===== config.mk =====
export PLATFORM = sky130hd
export DESIGN_NAME = ppcr_port
export DESIGN_NICKNAME = d
export VERILOG_FILES = /design/src/ppcr_sync.v /design/src/ppcr_port.v
export VERILOG_INCLUDE_DIRS = /design/src
export SDC_FILE = /design/constraint.sdc
export NUM_CORES = 1
export LEC_CHECK = 0
export ABC_AREA = 1
export BUFFER_PORTS_ARGS = -buffer_cell sky130_fd_sc_hd__buf_2
export CELL_PAD_IN_SITES_DETAIL_PLACEMENT = 0
export CELL_PAD_IN_SITES_GLOBAL_PLACEMENT = 1
export CORE_MARGIN = 8
export CORE_UTILIZATION = 32
export CTS_BUF_LIST = sky130_fd_sc_hd__clkbuf_2 sky130_fd_sc_hd__clkbuf_4 sky130_fd_sc_hd__clkbuf_8
export CTS_CLUSTER_SIZE = 40
export DETAILED_ROUTE_END_ITERATION = 6
export GPL_TIMING_DRIVEN = 0
export HOLD_SLACK_MARGIN = 0.06
export PLACE_DENSITY = 0.77
export SLEW_MARGIN = 25
export SYNTH_ARGS = -nofsm -noshare
export SYNTH_HDL_FRONTEND = slang
export SYNTH_SLANG_ARGS = --single-unit
export TNS_END_PERCENT = 5

===== constraint.sdc =====
create_clock -name clk -period 1.8 [get_ports clk]
set_clock_uncertainty 0.2 [all_clocks]
set_input_delay 0.27 -clock clk [delete_from_list [all_inputs] [get_ports clk]]
set_output_delay 0.27 -clock clk [all_outputs]
set_load 0.01 [all_outputs]

===== src/ppcr_defs.vh =====
// Register map, field layout and reset values of the port pin control block.
// Included by the port module; holds definitions only.
`ifndef PPCR_DEFS_VH
`define PPCR_DEFS_VH

`define PPCR_ADDR_W          4
`define PPCR_OFF_DIRECTION   4'h0
`define PPCR_OFF_PIN_STATE   4'h4
`define PPCR_OFF_OUT_LATCH   4'h8
`define PPCR_OFF_SS_MAP      4'hc

`define PPCR_SS_FIELD_W      5
`define PPCR_SS_FIELD_RST    5'h1f
`define PPCR_SS_CODE_GND     5'h1f
`define PPCR_SS_CODE_MAX     5'h19
`define PPCR_REMAP_PINS      26

`endif


===== src/ppcr_sync.v =====
// Two-flop synchroniser bank for the pin inputs.
// Assumes pins are asynchronous to clk.
`timescale 1ns/1ps
module ppcr_sync #(
  parameter W = 16
) (
  input  wire         clk,
  input  wire         arst_n,
  input  wire [W-1:0] async_in,
  output wire [W-1:0] sync_out
);
  reg [W-1:0] meta_ff;
  reg [W-1:0] sync_ff;

  always @(posedge clk or negedge arst_n) begin
    if (!arst_n) begin
      meta_ff <= {W{1'b0}};
      sync_ff <= {W{1'b0}};
    end else begin
      meta_ff <= async_in;
      sync_ff <= meta_ff;
    end
  end

  assign sync_out = sync_ff;
endmodule // ppcr_sync


===== src/ppcr_port.v =====
// Parallel I/O port with peripheral output sharing and a remappable
// slave-select input, reached over a classic Wishbone slave.
// Assumes pins are external and asynchronous; peripherals run on clk.
//
// Functional notes
// - Direction bit one means input, zero output.
// - Reset sets all direction bits, pins input.
// - Latch register reads latch, writes latch.
// - Pin register reads pins, writes go latch.
// - Muxes pick peripheral or port data/enable.
// - Driving peripheral disables port, pin readable.
// - Enabled idle peripheral lets port drive pin.
// - Port output never loops into peripheral input; masked only while port drives, so it shows for 2 cycles after.
// - Absent bits read zero everywhere.
// - Input-only shared pin stays dedicated port.
// - Select code routes pin n; 11111 grounds.
// - Map bits 15:5 zero, field resets ones.
//
// Local design decisions: the Wishbone slave port and the register offsets.
`timescale 1ns/1ps
`include "ppcr_defs.vh"
module ppcr_port #(
  parameter         NPINS      = 26,
  parameter [25:0]  VALID_MASK = 26'h3ffffff
) (
  input  wire             clk,
  input  wire             arst_n,
  input  wire             wb_cyc_i,
  input  wire             wb_stb_i,
  input  wire             wb_we_i,
  input  wire [3:0]       wb_adr_i,
  input  wire [3:0]       wb_sel_i,
  input  wire [31:0]      wb_dat_i,
  output wire [31:0]      wb_dat_o,
  output wire             wb_ack_o,
  input  wire [NPINS-1:0] pin_i,
  output wire [NPINS-1:0] pin_o,
  output wire [NPINS-1:0] pin_oe,
  input  wire [NPINS-1:0] periph_en,
  input  wire [NPINS-1:0] periph_drive,
  input  wire [NPINS-1:0] periph_out,
  output wire [NPINS-1:0] periph_in,
  output wire             second_serial_slave_select_input
);
  localparam [NPINS-1:0] VMASK  = VALID_MASK[NPINS-1:0];
  localparam [NPINS-1:0] ALL_IN = {NPINS{1'b1}};
  localparam [NPINS-1:0] NONE   = {NPINS{1'b0}};
  localparam integer     PAD_W  = 32 - NPINS;

  reg  [NPINS-1:0] direction_reg_ff;
  reg  [NPINS-1:0] nxt_direction_reg;
  reg  [NPINS-1:0] output_latch_reg_ff;
  reg  [NPINS-1:0] nxt_output_latch_reg;
  reg  [4:0]       select_input_source_field_ff;
  reg  [4:0]       nxt_select_input_source_field;
  reg  [31:0]      rdata_ff;
  reg  [31:0]      nxt_rdata;
  reg              ack_ff;
  reg              nxt_ack;
  reg              ss_sel;
  reg  [NPINS-1:0] mux_pin_o;
  reg  [NPINS-1:0] mux_pin_oe;
  reg  [NPINS-1:0] loop_block;
  wire [NPINS-1:0] pin_sync;
  wire [NPINS-1:0] periph_owns;
  wire [NPINS-1:0] port_drives;
  wire [31:0]      dir_merged;
  wire [31:0]      lat_merged;
  wire             req;
  wire             wr;
  wire             hit_dir;
  wire             hit_pin;
  wire             hit_lat;
  wire             hit_map;

  ppcr_sync #(.W(NPINS)) u_sync (
    .clk      (clk),
    .arst_n   (arst_n),
    .async_in (pin_i),
    .sync_out (pin_sync)
  );

  // Merge byte lanes of a write into the current value
  function [31:0] merge;
    input [31:0] cur;
    input [31:0] wd;
    input [3:0]  sel;
    integer i;
    begin
      merge = cur;
      for (i = 0; i < 4; i = i + 1)
        if (sel[i])
          merge[i*8 +: 8] = wd[i*8 +: 8];
    end
  endfunction

  // True when the bus address selects the given register
  function adr_hit;
    input [3:0] adr;
    input [3:0] off;
    begin
      adr_hit = (adr == off);
    end
  endfunction

  // Slave-select source: pin n for codes up to the last remappable pin;
  // the ground code and the unused codes above the last pin read low
  function ss_pick;
    input [4:0]       code;
    input [NPINS-1:0] pins;
    begin
      ss_pick = 1'b0;
      if (code != `PPCR_SS_CODE_GND && code <= `PPCR_SS_CODE_MAX &&
          code < `PPCR_REMAP_PINS && code < NPINS) begin
        ss_pick = pins[code];
      end
    end
  endfunction

  assign req = wb_cyc_i & wb_stb_i & ~ack_ff;
  assign wr  = req & wb_we_i;

  assign hit_dir = adr_hit(wb_adr_i, `PPCR_OFF_DIRECTION);
  assign hit_pin = adr_hit(wb_adr_i, `PPCR_OFF_PIN_STATE);
  assign hit_lat = adr_hit(wb_adr_i, `PPCR_OFF_OUT_LATCH);
  assign hit_map = adr_hit(wb_adr_i, `PPCR_OFF_SS_MAP);

  assign dir_merged = merge({{PAD_W{1'b0}}, direction_reg_ff}, wb_dat_i, wb_sel_i);
  assign lat_merged = merge({{PAD_W{1'b0}}, output_latch_reg_ff}, wb_dat_i, wb_sel_i);

  // Direction stays all inputs until software clears bits
  always @* begin
    nxt_direction_reg = direction_reg_ff;
    if (wr && hit_dir) begin
      nxt_direction_reg = dir_merged[NPINS-1:0];
    end
  end

  // Latch is written through either the latch or the pin-state address
  always @* begin
    nxt_output_latch_reg = output_latch_reg_ff;
    if (wr && (hit_lat || hit_pin)) begin
      nxt_output_latch_reg = lat_merged[NPINS-1:0];
    end
  end

  // Map field lives in the low byte lane only
  always @* begin
    nxt_select_input_source_field = select_input_source_field_ff;
    if (wr && hit_map && wb_sel_i[0]) begin
      nxt_select_input_source_field = wb_dat_i[`PPCR_SS_FIELD_W-1:0];
    end
  end

  always @(posedge clk or negedge arst_n) begin
    if (!arst_n) begin
      direction_reg_ff <= ALL_IN;
    end else begin
      direction_reg_ff <= nxt_direction_reg;
    end
  end

  always @(posedge clk or negedge arst_n) begin
    if (!arst_n) begin
      output_latch_reg_ff <= NONE;
    end else begin
      output_latch_reg_ff <= nxt_output_latch_reg;
    end
  end

  always @(posedge clk or negedge arst_n) begin
    if (!arst_n) begin
      select_input_source_field_ff <= `PPCR_SS_FIELD_RST;
    end else begin
      select_input_source_field_ff <= nxt_select_input_source_field;
    end
  end

  // Read mux; absent bits and unmapped addresses read zero
  always @* begin
    nxt_rdata = 32'h0000_0000;
    if (hit_dir) begin
      nxt_rdata[NPINS-1:0] = direction_reg_ff & VMASK;
    end else if (hit_pin) begin
      nxt_rdata[NPINS-1:0] = pin_sync & VMASK;
    end else if (hit_lat) begin
      nxt_rdata[NPINS-1:0] = output_latch_reg_ff & VMASK;
    end else if (hit_map) begin
      nxt_rdata[`PPCR_SS_FIELD_W-1:0] = select_input_source_field_ff;
    end
  end

  // One-cycle ack; a held strobe is taken again only after ack falls
  always @* begin
    nxt_ack = req;
  end

  always @(posedge clk or negedge arst_n) begin
    if (!arst_n) begin
      ack_ff <= 1'b0;
    end else begin
      ack_ff <= nxt_ack;
    end
  end

  // Read data stands only in the ack cycle, zero otherwise
  always @(posedge clk or negedge arst_n) begin
    if (!arst_n) begin
      rdata_ff <= 32'h0000_0000;
    end else if (req) begin
      rdata_ff <= nxt_rdata;
    end else begin
      rdata_ff <= 32'h0000_0000;
    end
  end

  assign wb_ack_o = ack_ff;
  assign wb_dat_o = rdata_ff;

  // Peripheral owns a pin only while enabled and actively driving; an
  // input-only function never drives, so the pin stays with the port
  assign periph_owns = periph_en & periph_drive & VMASK;
  assign port_drives = ~direction_reg_ff & ~periph_owns & VMASK;

  // Output multiplexers, chosen bit by bit
  always @* begin
    mux_pin_o  = (periph_owns & periph_out) | (~periph_owns & output_latch_reg_ff);
    mux_pin_oe = periph_owns | port_drives;
  end

  assign pin_o  = mux_pin_o & VMASK;
  assign pin_oe = mux_pin_oe & VMASK;

  // Peripheral sees the pin only; port output is masked off while port drives
  always @* begin
    loop_block = port_drives;
  end

  assign periph_in = pin_sync & VMASK & ~loop_block;

  always @* begin
    ss_sel = ss_pick(select_input_source_field_ff, periph_in);
  end

  assign second_serial_slave_select_input = ss_sel;
endmodule // ppcr_port


==> impl_metrics.csv <==
group,metric,value,unit
setup_path,cp.required,1.33,ns
placed_design,dp_hpwl,16400,um
route,via_count,5934,
power,peakVddDrop,0.000408,V
yosys,ys_ff_latch,136,
grt,grt_max_degree,73,
grt,grt.overflow.total,0,
yosys,synth.most_common_cell,"nand2_1",
grt,grt_first_pass_wirelength,34400,um
floorplanning,initial_core_util,32.2,%
setup_path,cp-start-kind,"flop",
timing,min_period,2.56,ns
setup_path,cp_max_fo,5,
grt,grt_pass1_vias,6191,
setup_path,path_class,"flop to output pin",
placed_design,gp_congestion,0.777,
floorplanning,die_w,155,um
clocking,worstSkewPairLatency,0.44,ns
yosys,synth_cell_types,27,
clocking,cts.clk_slew.worst_paths,0.08,ns
yosys,ys_seq_area_share,55.5,%
final_layout,synthToLayoutAreaGrowth,49.6,%
timing,setup_viol,10,
route,via_per_inst,4.53,
power,leakage,0.00458,uW
grt,antenna_found_initial,2,
timing,tightest_slew,0.630,ns
floorplanning,dieArea,24100,um2
yosys,syn_inst,689,
yosys,synth_top_area_share,42.4,%
timing,grt_setup_unrepaired,"yes",
clocking,htreeDepth,4,
floorplanning,core_area,19300,um2
flow_run,cap_violations,0,
timing,setup_slack,-0.763,ns
timing,slew_violations,0,
route,drc,0,
placed_design,placement.io_buffers,248,
floorplanning,num_rows,51,
setup_path,critical_path_arrival,2.09,ns
final_layout,multi_input_area,2550,um2
yosys,async_flop_share,100,%
final_layout,register_area,3440,um2
yosys,synth_common_cells,"nand2_1 (193), dfrtp_1 (105), inv_1 (91)",
final_layout,drive_gt1_share,47.1,%
floorplanning,io-pin-count,261,
power,power,7150,uW
yosys,avgSynthCellArea,9.00,um2
route,finalWirelength,22400,um
route,ant_nets,0,
clocking,root_buffer,"clkbuf_8",
final_layout,nFillCells,1933,
route,wl_per_cell,17.1,um
hold_path,hold_path.class,"primary input to flop",
power,power.density,770,nW/um2
timing,fmax,390,MHz
route,dr.pass1.iters,5,
setup_path,cp-end-kind,"output pin",
yosys,ys_warn_count,0,
yosys,synth-edff-count,0,
timing,hold_viol,0,
yosys,syn_area,6200,um2
clocking,tritoncts,"built",
yosys,ys.flop_type,"dfrtp_1",
route,initialDrtViolationCount,297,
timing,slew_headroom,58.0,%
final_layout,nets,1182,
clocking,clock_sinks,136,
yosys,synth_area_leaders,"dfrtp_1 (42%), dfstp_2 (13%), nand2_1 (12%)",
floorplanning,die_h,155,um
clocking,clock_path_buffers,2,
run_status,outcome,"finished, violations left",
final_layout,post-route-util,48.1,%
yosys,synth_top_area_cell,"dfrtp_1",
grt,grtUsageTotal,18.7,%
run_status,violations,"setup timing",
timing,min_period_over_period,142,%
clocking,cts_buffers,17,
-- final timing paths --
| path | startpoint | cells after the start | slack (ns) | to |
|---|---|---|---|---|
| hold reg to reg | u_sync.meta_ff[20]$_DFF_PN0_ | 0 | 0.15 | u_sync.sync_out[20]$_DFF_PN0_ |
| setup / recovery | select_input_source_field_ff[0]$_DFFE_PN1P_ | 9 | -0.76 | second_serial_slave_select_input |
| hold / removal | wb_stb_i | 4 | 0.11 | wb_ack_o$_DFF_PN0_ |
| min in group asynchronous | arst_n | 2 | 0.14 | u_sync.meta_ff[15]$_DFF_PN0_ |
| max in group asynchronous | arst_n | 3 | 0.46 | direction_reg_ff[3]$_DFFE_PN1P_ |
| setup reg to reg | wb_ack_o$_DFF_PN0_ | 7 | 0.09 | output_latch_reg_ff[13]$_DFFE_PN0P_ |
-- worst max-delay path, stage by stage (launching register included) --
cell and delay, ns:
dfstp_2 0.58, clkinvlp_4 0.21, buf_12 0.21, nand3_1 0.09, nand3_2 0.11, nand3_1 0.12
nand3_2 0.07, nand2_1 0.06, a21oi_1 0.05, buf_2 0.15
-- area by class of cell --
cell class                 count  share of cell area (%)
antenna                        1                  0.0270
buffer                        23                    2.01
clock buffer                  19                    2.68
clock inverter                12                    1.15
inverter                      95                    3.92
multi-input combinational    439                    27.5
sequential                   136                    37.1
tap                          265                    3.57
timing repair buffer         321                    22.0
-- sequential cells by signal (all words and copies together) (netlist names) --
signal                        count
u_sync.meta_ff                   26
output_latch_reg_ff              26
u_sync.sync_out                  26
select_input_source_field_ff      5
wb_dat_o                         26
direction_reg_ff                 26
wb_ack_o                          1
-- cells by family after synthesis --
family	share of synthesized area (%)
flip-flops	55.5
AND/OR/NAND/NOR	17.7
buffers and inverters	8.15
other	0.0605
AO/OA/AOI/OAI	15.2
multiplexers	3.45
-- metal layers --
| metal | up-vias | wire length [um] | GRT usage, % |
|---|---|---|---|
| met1 | 2824 | 9920 | 23.6 |
| met4 | 2 | 408 | 6.47 |
| li1 | 2902 | - | - |
| met2 | 181 | 10700 | 30.7 |
| met3 | 25 | 1360 | 4.94 |
| met5 | - | 17 | 0 |
-- through the flow --
| step | setup TNS, ns | area [um2] | instances | hold WS [ns] | setup slack (ns) |
|---|---|---|---|---|---|
| floorplan | 0 | 6230 | 694 | -0.226 | 0.00549 |
| global placement | -218.35 | 7800 | 1207 | 0.131 | -1.68 |
| detailed placement | -16.30 | 7840 | 1208 | 0.0516 | -0.650 |
| CTS | -11.10 | 9070 | 1307 | 0.0775 | -0.812 |
| global route | -2.74 | 9280 | 1311 | 0.101 | -0.879 |
| finish | -0.990 | 9280 | 1311 | 0.113 | -0.763 |
-- repair_timing --
| item | in CTS | in global routing |
|---|---|---|
| pin swaps | 28 | 9 |
| resized for setup | 74 | 46 |
| buffers inserted | 8 | 2 |
| gates cloned | 0 | 1 |
| setup endpoints to repair | 68 | 59 |
| endpoints found under the hold margin | 207 | 0 |
| hold buffers | 61 | 0 |
-- placed cells by master, fill, tap and decap left out, types with 7 or more instances in the layout --
cell           synthesis  routed
buf_2                  8     246
a21oi_2                0      19
nand3_1               35      18
inv_2                  3      27
o211ai_1              18      18
dfstp_2               31      31
clkbuf_8               0      17
nand2_4                3       7
nand2_1              193     184
nor2_1                13      11
o21ai_2               28      29
nand3_2                0      16
buf_6                  3      11
dlygate4sd3_1          0      60
inv_1                 91      65
o21ai_0               35      33
nand2_2               11      16
mux2_2                19      15
dfrtp_1              105     104
buf_4                  7      16
a21oi_1               57      34
o21ai_1                9      10
-- where the power goes --
group	switching, uW	internal, uW	total [uW]
sequential	166	3290	3450
clock	1220	1110	2330
combinational	731	637	1370
Note: power is estimated with default switching activity, not from simulation.
